### src/rtl/dac_link_defines.svh
// Constants shared by both ends of the dual converter serial link
`ifndef DAC_LINK_DEFINES_SVH
`define DAC_LINK_DEFINES_SVH

// Word layout on the link
`define WORD_BITS 5'h10
`define BYTE_BITS 5'h08
`define LATCH_A_ROUTE_POS 15
`define SPEED_SELECT_POS 14
`define POWER_DOWN_POS 13
`define BUFFER_ONLY_POS 12
`define CODE_MSB_POS 11

// Reset values
`define CODE_RST 12'h000
`define WORD_RST 16'h0000

// Controller register byte offsets on the Avalon slave
`define WORD_OFS 4'h0
`define CTRL_OFS 4'h4
`define STAT_OFS 4'h8

// Controller register field positions
`define CTRL_GO_POS 0
`define CTRL_BYTE_POS 1
`define STAT_BUSY_POS 0
`define STAT_SPEED_CHG_POS 1

// Timing: system clock rate and the pause between two bytes
`define CLK_MHZ 20
`define BYTE_PAUSE_NS 100
`define BYTE_PAUSE_CYC (((`BYTE_PAUSE_NS * `CLK_MHZ) + 999) / 1000)

`endif

### src/rtl/dac_link_pkg.sv
// Types shared by both ends of the dual converter serial link
package dac_link_pkg;

  typedef logic [11:0] code_t;
  typedef logic [15:0] word_t;

  // Controller sequencer, Gray coded along idle-high-low-end
  typedef enum logic [2:0] {
    ST_IDLE  = 3'h0,
    ST_HIGH  = 3'h1,
    ST_LOW   = 3'h3,
    ST_END   = 3'h2,
    ST_PAUSE = 3'h6
  } host_state_e;

  // Latch routing of the last transfer
  typedef enum logic [1:0] {
    ROUTE_NONE  = 2'h0,
    ROUTE_A     = 2'h1,
    ROUTE_B_BUF = 2'h3,
    ROUTE_BUF   = 2'h2
  } route_e;

endpackage : dac_link_pkg

### src/rtl/dac_link_if.sv
// Three-wire link between the controller and the converter
`timescale 1ns/1ps
interface dac_link_if;
  logic cs_n;
  logic sclk;
  logic din;

  // Controller drives every wire
  modport host (
    output cs_n,
    output sclk,
    output din
  );

  // Converter only listens
  modport device (
    input cs_n,
    input sclk,
    input din
  );
endinterface : dac_link_if

### src/rtl/dac_link_host.sv
// Controller end: Avalon slave registers and link sequencer
`timescale 1ns/1ps
`include "dac_link_defines.svh"
module dac_link_host (
  // Clock and reset
  input wire logic clk,
  input wire logic reset,
  // Avalon-MM slave
  input wire logic [3:0] address,
  input wire logic read,
  input wire logic write,
  input wire logic [31:0] writedata,
  output logic [31:0] readdata,
  output logic waitrequest,
  // Serial link
  dac_link_if.host link
);
  import dac_link_pkg::*;

  host_state_e state_ff;
  host_state_e nxt_state;
  dac_link_pkg::word_t word_ff;
  dac_link_pkg::word_t shift_ff;
  logic byte_mode_ff;
  logic speed_chg_ff;
  logic last_speed_ff;
  logic ack_ff;
  logic [31:0] readdata_ff;
  logic cs_n_ff;
  logic sclk_ff;
  logic din_ff;
  logic [4:0] bits_left;
  logic bits_zero;
  logic [2:0] pause_left;
  logic pause_zero;

  // Register decode
  wire sel_word = (address == `WORD_OFS);
  wire sel_ctrl = (address == `CTRL_OFS);
  wire sel_stat = (address == `STAT_OFS);
  wire busy = (state_ff != ST_IDLE);
  wire stall = write && busy && (sel_word || sel_ctrl);
  wire wr_fire = write && ack_ff;
  wire go = wr_fire && sel_ctrl && writedata[`CTRL_GO_POS];
  wire spd_clr = wr_fire && sel_stat && writedata[`STAT_SPEED_CHG_POS];
  wire spd_diff = word_ff[`SPEED_SELECT_POS] != last_speed_ff;
  wire st_low = (state_ff == ST_LOW);
  wire st_pause = (state_ff == ST_PAUSE);
  wire last_bit = (bits_left == 5'h01);
  wire byte_gap = byte_mode_ff && (bits_left == (`BYTE_BITS + 5'h01));
  wire [31:0] rd_mux = sel_word ? {16'h0000, word_ff} :
                       sel_ctrl ? {30'h0, byte_mode_ff, 1'b0} :
                       sel_stat ? {30'h0, speed_chg_ff, busy} : 32'h0;

  assign waitrequest = !ack_ff;
  assign readdata = readdata_ff;
  assign link.cs_n = cs_n_ff;
  assign link.sclk = sclk_ff;
  assign link.din = din_ff;

  // Bit and pause counters
  tick_counter #(.W(5)) u_bits (
    .clk(clk),
    .reset(reset),
    .load(go),
    .load_val(`WORD_BITS),
    .dec(st_low),
    .count(bits_left),
    .zero(bits_zero)
  );

  tick_counter #(.W(3)) u_pause (
    .clk(clk),
    .reset(reset),
    .load(st_low && byte_gap),
    .load_val(3'(`BYTE_PAUSE_CYC)),
    .dec(st_pause),
    .count(pause_left),
    .zero(pause_zero)
  );

  // Sequencer next state; one clk per sclk phase gives 10 MHz
  // Clock below limit
  always_comb
  begin
    nxt_state = state_ff;
    case (state_ff)
      ST_IDLE: if (go) nxt_state = ST_HIGH;
      ST_HIGH: nxt_state = ST_LOW;
      ST_LOW:
        if (last_bit)
          nxt_state = ST_END;
        else if (byte_gap)
          nxt_state = ST_PAUSE;
        else
          nxt_state = ST_HIGH;
      ST_PAUSE: if (pause_zero) nxt_state = ST_HIGH;
      ST_END: nxt_state = ST_IDLE;
      default: nxt_state = ST_IDLE;
    endcase
  end

  // Bus handshake: answer one cycle after the request; word and control writes held off while busy
  always_ff @(posedge clk or posedge reset)
  begin
    if (reset)
    begin
      ack_ff <= 1'b0;
      readdata_ff <= 32'h0;
    end
    else
    begin
      ack_ff <= (read || write) && !ack_ff && !stall;
      readdata_ff <= rd_mux;
    end
  end

  // Software registers, sticky flag set wins over clear
  // Flag speed change
  always_ff @(posedge clk or posedge reset)
  begin
    if (reset)
    begin
      word_ff <= `WORD_RST;
      byte_mode_ff <= 1'b0;
      speed_chg_ff <= 1'b0;
      last_speed_ff <= 1'b0;
    end
    else
    begin
      if (wr_fire && sel_word)
        word_ff <= writedata[15:0];
      if (wr_fire && sel_ctrl)
        byte_mode_ff <= writedata[`CTRL_BYTE_POS];
      if (go)
        last_speed_ff <= word_ff[`SPEED_SELECT_POS];
      if (go && spd_diff)
        speed_chg_ff <= 1'b1;
      else if (spd_clr)
        speed_chg_ff <= 1'b0;
    end
  end

  // Link pins, MSB first, data set while sclk high
  always_ff @(posedge clk or posedge reset)
  begin
    if (reset)
    begin
      state_ff <= ST_IDLE;
      shift_ff <= `WORD_RST;
      cs_n_ff <= 1'b1;
      sclk_ff <= 1'b1;
      din_ff <= 1'b0;
    end
    else
    begin
      state_ff <= nxt_state;
      sclk_ff <= (nxt_state != ST_LOW);
      cs_n_ff <= (nxt_state == ST_IDLE);
      if (go)
      begin
        shift_ff <= {word_ff[14:0], 1'b0};
        din_ff <= word_ff[15];
      end
      else if (st_low && !last_bit)
      begin
        shift_ff <= {shift_ff[14:0], 1'b0};
        din_ff <= shift_ff[15];
      end
    end
  end

endmodule : dac_link_host

### src/rtl/tick_counter.sv
// Loadable down counter with a zero flag
`timescale 1ns/1ps
module tick_counter #(
  parameter int W = 5
) (
  // Clock and reset
  input wire logic clk,
  input wire logic reset,
  // Control
  input wire logic load,
  input wire logic [W-1:0] load_val,
  input wire logic dec,
  // Status
  output logic [W-1:0] count,
  output logic zero
);

  logic [W-1:0] count_ff;
  logic [W-1:0] nxt_count;

  // Load wins over decrement, stop at zero
  assign nxt_count = load ? load_val :
                     (dec && count_ff != '0) ? count_ff - 1'b1 : count_ff;
  assign count = count_ff;
  assign zero = (count_ff == '0);

  // Count register
  always_ff @(posedge clk or posedge reset)
  begin
    if (reset)
      count_ff <= '0;
    else
      count_ff <= nxt_count;
  end

endmodule : tick_counter

### src/flat_wrapper.sv
// flat-port wrapper written by rule: the top's interface ports become plain ports
module dac_link_host_flat import dac_link_pkg::*;
  (clk, reset, address, read, write, writedata, readdata, waitrequest, link_cs_n, link_sclk, link_din);
  dac_link_if link_i ();
  input wire logic clk;
  input wire logic reset;
  input wire logic [3:0] address;
  input wire logic read;
  input wire logic write;
  input wire logic [31:0] writedata;
  output logic [31:0] readdata;
  output logic waitrequest;
  output wire logic [$bits(link_i.cs_n)-1:0] link_cs_n;
  output wire logic [$bits(link_i.sclk)-1:0] link_sclk;
  output wire logic [$bits(link_i.din)-1:0] link_din;
  assign link_cs_n = link_i.cs_n;
  assign link_sclk = link_i.sclk;
  assign link_din = link_i.din;
  dac_link_host u_core (.clk(clk), .reset(reset), .address(address), .read(read), .write(write), .writedata(writedata), .readdata(readdata), .waitrequest(waitrequest), .link(link_i));
endmodule
### config.mk
export PLATFORM = sky130hd
export DESIGN_NAME = dac_link_host_flat
export DESIGN_NICKNAME = d
export VERILOG_FILES = /design/src/rtl/dac_link_pkg.sv /design/src/rtl/dac_link_if.sv /design/src/rtl/dac_link_host.sv /design/src/rtl/tick_counter.sv /design/src/flat_wrapper.sv
export VERILOG_INCLUDE_DIRS = /design/src /design/src/rtl
export SDC_FILE = /design/constraint.sdc
export NUM_CORES = 1
export LEC_CHECK = 0
export ABC_AREA = 1
export BUFFER_PORTS_ARGS = -buffer_cell sky130_fd_sc_hd__buf_4
export CELL_PAD_IN_SITES_DETAIL_PLACEMENT = 2
export CELL_PAD_IN_SITES_GLOBAL_PLACEMENT = 2
export CORE_ASPECT_RATIO = 1.75
export CORE_MARGIN = 8
export CORE_UTILIZATION = 28
export CTS_CLUSTER_SIZE = 25
export DETAILED_ROUTE_END_ITERATION = 6
export GPL_TIMING_DRIVEN = 0
export PLACE_DENSITY_LB_ADDON = 0.25
export SLEW_MARGIN = 20
export SYNTH_ARGS = -nofsm -noshare
export SYNTH_HDL_FRONTEND = slang
export SYNTH_SLANG_ARGS = --single-unit
### constraint.sdc
create_clock -name clk -period 1.8 [get_ports clk]
set_input_delay 0.27 -clock clk [delete_from_list [all_inputs] [get_ports clk]]
set_output_delay 0.27 -clock clk [all_outputs]
set_load 0.02 [all_outputs]
# [After elaboration in Yosys (flattened, before gate mapping)]
# Cells that the tools add are included.
[classes] n_addsub=2 mul=0 div=0 magnitude_cmp=0 eq_ne=9 n_shift=0 mux=18 n_bitwise=0 reduce_logical=32
[ops] cell="two-way mux 32 bit" n=2
[ops] cell="two-way mux 16 bit" n=2
[ops] cell="two-way mux 3 bit" n=6
[ops] cell="logical AND 1 bit" n=16
[ops] cell="one-hot mux 3 bit (4 select lines)" n=1
[ops] cell="two-way mux 5 bit" n=2
[ops] cell="logical NOT 3 bit" n=3
[ops] cell="nonzero test 2 bit" n=4
[ops] cell="nonzero test 3 bit" n=2
[ops] cell="equality test 5 x 1 -> 1 bit, second input constant" n=1
[ops] cell="equality test 5 x 4 -> 1 bit, second input constant" n=1
[ops] cell="nonzero test 5 bit" n=1
[ops] cell="subtractor 5 x 1 -> 5 bit, second input constant" n=1
[ops] cell="equality test 4 x 3 -> 1 bit, second input constant" n=1
[ops] cell="equality test 4 bit, second input constant" n=1
[ops] cell="logical NOT 4 bit" n=1
[ops] cell="two-way mux 1 bit" n=4
[ops] cell="equality test 3 x 1 -> 1 bit, second input constant" n=1
[ops] cell="equality test 3 x 2 -> 1 bit, second input constant" n=1
[ops] cell="equality test 3 bit, second input constant" n=1
[ops] cell="logical NOT 1 bit" n=3
[ops] cell="inequality test 3 x 2 -> 1 bit, second input constant" n=1
[ops] cell="subtractor 3 x 1 -> 3 bit, second input constant" n=1
[ops] cell="logical OR 1 bit" n=2
[ops] cell="other kinds (2)" n=2
[totals] register_bits=82 latchBits=0 ramBits=0 rom_bits=0 in_bits=40 output_inout_bits=36 elab_cells=74 mem_count=0

# [Longest topological paths before layout]
# Gate-level depths: netlist of the first run.
[depth] word_depth=6 ltp_mapped=10 ltp_nobuf=10

# [Hierarchy]
# From an unflattened synthesis of the first run, not the netlist that was laid out.
[unflattened] hier_cells=356 hier_area_um2=3024.2
[by_module_without_submodules] mod="dac_link_host" n_inst=1 cells_per_inst=284 area_each_um2=2507.4 seq_area_each_um2=1428.9
[by_module_without_submodules] mod="tick_counter at u_core.u_bits" n_inst=1 cells_per_inst=44 area_each_um2=320.3 seq_area_each_um2=125.1
[by_module_without_submodules] mod="tick_counter at u_core.u_pause" n_inst=1 cells_per_inst=28 area_each_um2=196.4 seq_area_each_um2=75.1

# [Worst setup path before layout of the first run]
# OpenSTA, ideal clock, no wires.
[synth_path] path_type="register to register" startpoint="reg u_core.u_bits.count_ff[1], in the netlist u_core.u_bits.count[1]" endpoint="reg u_core.shift_ff[10]" setup_time_ns=0.065 arrival_time_ns=1.346 t_required_ns=1.735 slack_ns=0.389 path_stages_with_launch=10 path_buffers=1 period_less_slack_ns=1.411 path_cell_list="dfrtp_1 > inv_1 > ha_1 > inv_1 > nor2_2 > a21oi_4 > nor2_4 > buf_4 > nand2_1 > nand2_1"
[synth_via] elab_chain_cells=4
[synth_lines] element="start, declared" line_no="tick_counter.sv:18" rtl="logic [W-1:0] count_ff;"
[synth_lines] element="start signal, assigned" line_no="tick_counter.sv:33" rtl="count_ff <= nxt_count;"
[synth_lines] element="equality test 5 x 1 -> 1 bit" line_no="dac_link_host.sv:49" rtl="wire last_bit = (bits_left == 5'h01);"
[synth_lines] element="logical NOT 1 bit" line_no="dac_link_host.sv:165" rtl="else if (st_low && !last_bit)"
[synth_lines] element="logical AND 1 bit" line_no="dac_link_host.sv:165"
[synth_lines] element="nonzero test 2 bit (no line)"
[synth_lines] element="end signal, assigned" line_no="dac_link_host.sv:150" rtl="shift_ff <= `WORD_RST;"
[synth_lines] element="end signal, assigned" line_no="dac_link_host.sv:162" rtl="shift_ff <= {word_ff[14:0], 1'b0};"
[synth_lines] element="end signal, assigned" line_no="dac_link_host.sv:167" rtl="shift_ff <= {shift_ff[14:0], 1'b0};"
[synth_lines] element="end, declared" line_no="dac_link_host.sv:23" rtl="dac_link_pkg::word_t shift_ff;"
# Every way passes these cells.
# A chain may end at the register's enable or synchronous reset.

# [Final worst setup path of the first run]
[layout_path] startpoint="reg u_core.u_bits.count_ff[1], in the netlist u_core.u_bits.count[1]" endpoint="reg u_core.shift_ff[3]"
# The elaborated chain is that of the path after synthesis.

==> results.sh, run 1 <==
export IMPL_wl_per_cell_um=16.5
export IMPL_remaining_drc_errors=0
export IMPL_rsz0062_at_grt="false"
export IMPL_reg2regPathDepth=9
export IMPL_grt_max_degree=33
export IMPL_dr_wl_met3_um=337
export IMPL_slowest_delay_ns=0.38
export IMPL_gp_congestion=0.753
export IMPL_die_height_um=154
export IMPL_path_class="flop to flop"
export IMPL_fin_crit_ns=1.61
export IMPL_critPathSlowestCell="dfrtp_1"
export IMPL_port_buffers=43
export IMPL_crit_required_ns=2.07
export IMPL_row_count=50
export IMPL_die_area_um2=14500
export IMPL_ys_warn_count=0
export IMPL_slew_viol_final=0
export IMPL_p_clk_share_pct=36.9
export IMPL_clock_sinks=65
export IMPL_min_period_over_period_pct=89.7
export IMPL_final_hold_viol_count=0
export IMPL_p_leak_nw=2.10
export IMPL_grt_overflow=0
export IMPL_worstPathArrival_ns=1.89
export IMPL_area_growth_syn_to_layout_pct=30.7
export IMPL_clk_pin_slew_ns=0.06
export IMPL_grt_pass1_vias=3019
export IMPL_seqPwrFrac_pct=40.5
export IMPL_grt_antenna_before_repair=0
export IMPL_crit_chain="inv_1, ha_1, inv_1, nor2_4, a21oi_4, nor2_4, buf_6, nand2_1, nand2_1"
export IMPL_critPathTopFamily="simple AND/OR/NAND/NOR gates"
export IMPL_grt_usage_pct=13.9
export IMPL_dp_hpwl_um=6940
export IMPL_numCtsBuffers=9
export IMPL_synth_cell_types=31
export IMPL_pwr_share_comb_pct=22.6
export IMPL_routed_wl_met2_um=5460
export IMPL_status="complete, no violations"
export IMPL_cp_buffers_inverters=3
export IMPL_placed_area_um2=3620
export IMPL_hp_class="primary input to flop"
export IMPL_swShare_pct=31.5
export IMPL_cts_tree="yes"
export IMPL_vias_per_cell=4.56
export IMPL_final_area_um2=3960
export IMPL_start_util_pct=28.5
export IMPL_fin_setup_tns_ns=0
export IMPL_setup_viol=0
export IMPL_numPlacedInstances=543
export IMPL_dp_slack_ns=0.0494
export IMPL_final_nets=470
export IMPL_topRoutingLayerUsed="met4"
export IMPL_detail_route_antenna_nets=0
export IMPL_yosysSeqAreaShare_pct=53.7
export IMPL_ys_seq_elements=65
export IMPL_hold_path_cell_count=3
export IMPL_drive_gt1_share_pct=22.6
export IMPL_clockBufferDepth=2
export IMPL_clock_latency_ns=0.33
export IMPL_vias=2552
export IMPL_end_kind="flop"
export IMPL_grt_pass1_wl_um=15400
export IMPL_start_kind="flop"
export IMPL_worst_slack_ns=0.185
export IMPL_syn_avg_cell_area_um2=8.59
export IMPL_io_pins=76
export IMPL_synth_cells=353
export IMPL_cp_depth=9
export IMPL_wl_met1_um=3270
export IMPL_internal_power_w=0.00353
export IMPL_p_sw_w=0.00162
export IMPL_core_um2=10600
export IMPL_syn_cell_area_um2=3030
export IMPL_dr_pass1_iters=4
export IMPL_vdd_ir_drop_max_mv=0.537
export IMPL_htree_levels=3
export IMPL_fin_cells=560
export IMPL_crit_fanout=10
export IMPL_drt_total_wl_um=9270
export IMPL_clock_tree_root_cell="clkbuf_16"
export IMPL_relSlewSlack_pct=62.9
export IMPL_drt_iter0_drc=37
export IMPL_p_per_area_nw_per_um2=1300
export IMPL_diodes=0
export IMPL_die_x_um=94.7
export IMPL_clock_skew_ns=0.00552
export IMPL_worst_pin_slew_ns=0.556
export IMPL_fmax_mhz=619
export IMPL_drv_cap=0
-- layer usage --
metal | global-route usage, % | vias to the layer above
li1 | - | 1212
met1 | 13.1 | 1280
met2 | 26.6 | 47
met3 | 3.36 | 13
met4 | 6.36 | 0
met5 | 0 | -
-- synth_stat cells, drive strengths merged --
cell type | number | area, um^2
a21oi | 17 | 96.4
buf | 22 | 189
clkbuf | 4 | 15.0
conb | 1 | 3.75
dfrtp | 63 | 1580
dfstp | 2 | 52.6
ha | 5 | 62.6
inv | 35 | 131
nand2 | 114 | 440
nand3 | 20 | 110
nand3b | 1 | 7.51
nand4 | 6 | 37.5
nor2 | 44 | 185
nor3 | 2 | 21.3
nor3b | 1 | 7.51
o211ai | 1 | 7.51
o21a | 1 | 7.51
o21ai | 11 | 55.1
o221ai | 1 | 8.76
xnor2 | 1 | 8.76
xor2 | 1 | 8.76
-- metrics by stage --
step	power [W]	utilization [%]	hold slack [ns]
final	0.00515	37.3	0.171
after global routing	0.00550	37.3	0.165
after CTS	0.00523	37.1	0.159
after detailed placement	0.00327	34.0	0.223
after global placement	0.00318	33.6	0.458
after floorplan	0.00285	-	0.387
-- tightest hold or removal path: stages --
cell	delay, ns
buf_4	0.10
nand2_1	0.05
nand2_1	0.05
-- sequential cells by signal, indices dropped and copies added (netlist names), 3 cells and up --
name and flops:
u_core.readdata 16, u_core.shift_ff 15, u_core.state_ff 3, u_core.u_bits.count 5
u_core.u_pause.count 3, u_core.word_ff 16
-- power by group through the flow --
stage | registers (W) | logic [W] | clock network (W)
global placement | 0.00208 | 0.00110 | 0
CTS | 0.00209 | 0.00119 | 0.00195
detailed placement | 0.00211 | 0.00116 | 0
global route | 0.00213 | 0.00136 | 0.00201
finish | 0.00209 | 0.00117 | 0.00190
floorplan | 0.00208 | 0.000765 | 0
-- layout make-up --
type / instances / area [um^2]
fill: 1236 / 6670
tap: 130 / 163
clock inverter: 5 / 78.8
clock buffer: 11 / 243
buffer: 26 / 208
timing repair buffer: 46 / 373
inverter: 35 / 135
multi-input combinational: 242 / 1130
sequential: 65 / 1630
-- layout by cell type (no fill, tap or decap), types with 2 or more instances in the layout --
| cell | instances |
|---|---|
| bufinv_16 | 2 |
| dfrtp_1 | 63 |
| o21ai_0 | 10 |
| nand3_1 | 18 |
| nor2_4 | 3 |
| buf_12 | 3 |
| conb_1 | 16 |
| dfstp_2 | 2 |
| clkinv_2 | 2 |
| nor2_1 | 40 |
| nand2_2 | 2 |
| nand3_2 | 2 |
| buf_6 | 4 |
| ha_1 | 5 |
| nand2_1 | 111 |
| clkbuf_16 | 9 |
| buf_4 | 60 |
| inv_1 | 34 |
| clkbuf_1 | 5 |
| nand4_1 | 6 |
| a21oi_1 | 15 |
-- what timing repair did --
| action | CTS | global route |
|---|---|---|
| resized for setup | 0 | 3 |
| setup endpoints to repair | 0 | 11 |
| hold buffers | 1 | 0 |
| buffers inserted | 0 | 0 |
| endpoints found under the hold margin | 7 | 0 |
-- logic make-up after synthesis --
family,synth area share (%)
flops,53.7
compound gates,5.78
fa+ha+maj,2.06
buf+inv,11.1
simple gates,26.7
xor+xnor,0.578
other cells,0.124
-- final timing paths --
kind,slack (ns),endpoint,start
max in group asynchronous,0.65,u_core.link.cs_n,reset
worst min register to register,0.48,u_core.shift_ff[6],u_core.shift_ff[6]
worst min-delay path,0.17,u_core.byte_mode_ff,writedata[1]
worst max register to register,0.19,u_core.shift_ff[3],u_core.u_bits.count[1]
min in group asynchronous,0.43,u_core.readdata[2],reset
worst max-delay path,0.19,u_core.shift_ff[3],u_core.u_bits.count[1]
(Power assumes the default switching activity.)
==> inputs of run 2 (changes only) <==
Settings changed: ABC_AREA 1 to unset, CORE_UTILIZATION 28 to 30.
==> run 2 against run 1 <==
Power rose by 3.4%; non-clock buffer count is 11 higher; register-to-register slack got worse by 0.08 ns; setup slack got worse by 0.081 ns; critical path type unchanged; wire length fell by 0.27%; sequential power decreased by 2%; sequential cell count is the same; synthesized cell count fell by 20%.
==> results.sh, run 2 <==
export IMPL_ys_seq_elements=65
export IMPL_dr_pass1_iters=4
export IMPL_min_period_over_period_pct=94.2
export IMPL_crit_fanout=4
export IMPL_row_count=49
export IMPL_final_nets=401
export IMPL_dp_hpwl_um=6700
export IMPL_crit_chain="inv_2, ha_2, or3b_2, or3_4, o211ai_1"
export IMPL_layout_commonest_cell="buf_4"
export IMPL_grt_pass1_wl_um=15000
export IMPL_slew_viol_final=0
export IMPL_hp_class="primary input to flop"
export IMPL_status="complete, no violations"
export IMPL_synth_compound_area_share_pct=10.7
export IMPL_drt_total_wl_um=9240
export IMPL_die_x_um=93.0
export IMPL_grt_pass1_vias=2860
export IMPL_vias_per_cell=4.97
export IMPL_critPathSlowestCell="or3b_2"
export IMPL_io_pins=76
export IMPL_diodes=0
export IMPL_synth_top_family_by_area="simple AND/OR/NAND/NOR gates"
export IMPL_clock_sinks=65
export IMPL_path_class="flop to flop"
export IMPL_clock_latency_ns=0.33
export IMPL_synth_edf_count=0
export IMPL_n_fill_cell=1103
export IMPL_p_leak_nw=1.90
export IMPL_detail_route_antenna_nets=0
export IMPL_fin_crit_ns=1.70
export IMPL_reg2regPathDepth=5
export IMPL_numPlacedInstances=468
export IMPL_drt_iter0_drc=62
export IMPL_synth_simple_gate_area_share_pct=17.7
export IMPL_ys_warn_count=0
export IMPL_grt_antenna_before_repair=0
export IMPL_drv_cap=0
export IMPL_synth_cell_types=47
export IMPL_remaining_drc_errors=0
export IMPL_syn_avg_cell_area_um2=11.0
export IMPL_vdd_ir_drop_max_mv=0.584
export IMPL_worstPathArrival_ns=1.94
export IMPL_yosys_area_top_type_share_pct=50.6
export IMPL_worst_slack_ns=0.104
export IMPL_synthMuxAreaShare_pct=8.04
export IMPL_yosys_top_cells_count="63 x dfrtp_1, 23 x o21ai_0, 22 x nor3_1"
export IMPL_hold_path_cell_count=2
export IMPL_ys_dominant_reg_cell="dfrtp_1"
export IMPL_slowest_delay_ns=0.49
export IMPL_synth_xor_area_share_pct=0.281
export IMPL_htree_levels=3
export IMPL_clock_tree_root_cell="clkbuf_16"
export IMPL_synthArstFlopShare_pct=100
export IMPL_ys_top_cells_by_area="dfrtp_1 51%, mux2_4 4.8%, buf_4 4.1%, o21ai_0 3.7%, nor3_1 3.5%"
export IMPL_dp_slack_ns=-0.271
export IMPL_yosys_area_top_type="dfrtp_1"
export IMPL_end_kind="flop"
export IMPL_vias=2426
export IMPL_grt_usage_pct=14.0
export IMPL_start_kind="flop"
export IMPL_start_util_pct=30.6
export IMPL_setup_viol=0
export IMPL_p_per_area_nw_per_um2=1300
export IMPL_die_area_um2=14000
export IMPL_yosysSeqAreaShare_pct=52.3
export IMPL_crit_required_ns=2.04
export IMPL_clockBufferDepth=2
export IMPL_numCtsBuffers=9
export IMPL_area_growth_syn_to_layout_pct=31.7
export IMPL_grt_max_degree=32
export IMPL_rsz0062_at_grt="false"
export IMPL_synthAdderAreaFrac_pct=2.01
export IMPL_synth_cells=283
export IMPL_port_buffers=41
export IMPL_gp_congestion=0.753
export IMPL_clock_skew_ns=0.0103
export IMPL_core_um2=10200
export IMPL_drive_gt1_share_pct=36.3
export IMPL_wl_per_cell_um=18.9
export IMPL_cts_tree="yes"
export IMPL_syn_cell_area_um2=3110
export IMPL_grt_overflow=0
export IMPL_yosysMostFrequentCell="dfrtp_1"
export IMPL_layout_common_cells="64 x buf_4, 63 x dfrtp_1, 22 x nor3_1, 22 x o21ai_0, 17 x nand3_1"
export IMPL_fmax_mhz=590
export IMPL_die_height_um=151
export IMPL_clk_pin_slew_ns=0.06
export IMPL_fin_cells=488
export IMPL_final_hold_viol_count=0
==> run 2: cell families after synthesis <==
group           count (synthesis)
flops                          65
simple gates                   91
buf+inv                        45
compound gates                 56
xor+xnor                        1
fa+ha+maj                       5
other cells                     1
mux                            19
==> run 2: through the flow <==
step,total power [W],utilization [%],setup TNS (ns),instance area (um^2),hold WS (ns)
2_1_floorplan,0.00281,-,0,3170,0.340
3_3_place_gp,0.00316,35.8,-1.65,3640,0.488
3_5_place_dp,0.00326,36.2,-2.17,3680,0.225
4_1_cts,0.00536,39.8,0,4060,0.136
5_1_grt,0.00562,40.3,0,4100,0.139
6_report,0.00532,40.3,0,4100,0.147
==> run 2: critical path, delay by kind of cell, from the launching register on <==
kind | cells | cell delay [ns]
simple gates | 2 | 0.84
fa+ha+maj | 1 | 0.19
flops | 1 | 0.40
compound gates | 1 | 0.09
buf+inv | 1 | 0.08
==> run 2: per-layer routing <==
| layer | track usage (%) | up-vias | part of all wire (%) |
|---|---|---|---|
| li1 | - | 1124 | - |
| met1 | 14.2 | 1250 | 38 |
| met2 | 26.4 | 43 | 57 |
| met3 | 3.03 | 9 | 2.8 |
| met4 | 6.49 | 0 | 2.0 |
| met5 | 0 | - | 0 |
==> run 2: final cells by class <==
class / instances / area, um^2 / share of cell area (%)
Sequential cell: 65 / 1630 / 39.7
Multi-Input combinational cell: 188 / 1290 / 31.5
Timing Repair Buffer: 49 / 395 / 9.64
Buffer: 34 / 244 / 5.95
Clock buffer: 10 / 229 / 5.58
Tap cell: 127 / 159 / 3.87
Clock inverter: 6 / 115 / 2.81
Inverter: 9 / 37.5 / 0.915
==> run 2: timing repair <==
action / in CTS / in global routing
endpoints found under the setup margin: 12 / 21
hold buffers: 1 / 0
setup buffers: 1 / 4
hold endpoints to repair: 6 / 0
gates cloned: 0 / 0
pin swaps: 0 / 1
gates resized for setup: 4 / 11
==> run 2: path summary, 6_finish.rpt <==
kind | slack [ns] | end | startpoint
min in group asynchronous | 0.43 | u_core.readdata[12] | reset
worst min-delay path | 0.15 | u_core.readdata[1] | address[0]
worst max register to register | 0.10 | u_core.u_pause.count[1] | u_core.u_bits.count[1]
worst max-delay path | 0.10 | u_core.u_pause.count[1] | u_core.u_bits.count[1]
max in group asynchronous | 0.86 | u_core.link.cs_n | reset
worst min register to register | 0.52 | u_core.u_pause.count[1] | u_core.u_pause.count[1]
==> run 2: where the power goes <==
group	switching [W]	internal (W)	total [W]
registers	0.000275	0.00177	0.00205
logic	0.000688	0.000561	0.00125
clock network	0.000665	0.00136	0.00203
total	0.00163	0.00370	0.00532
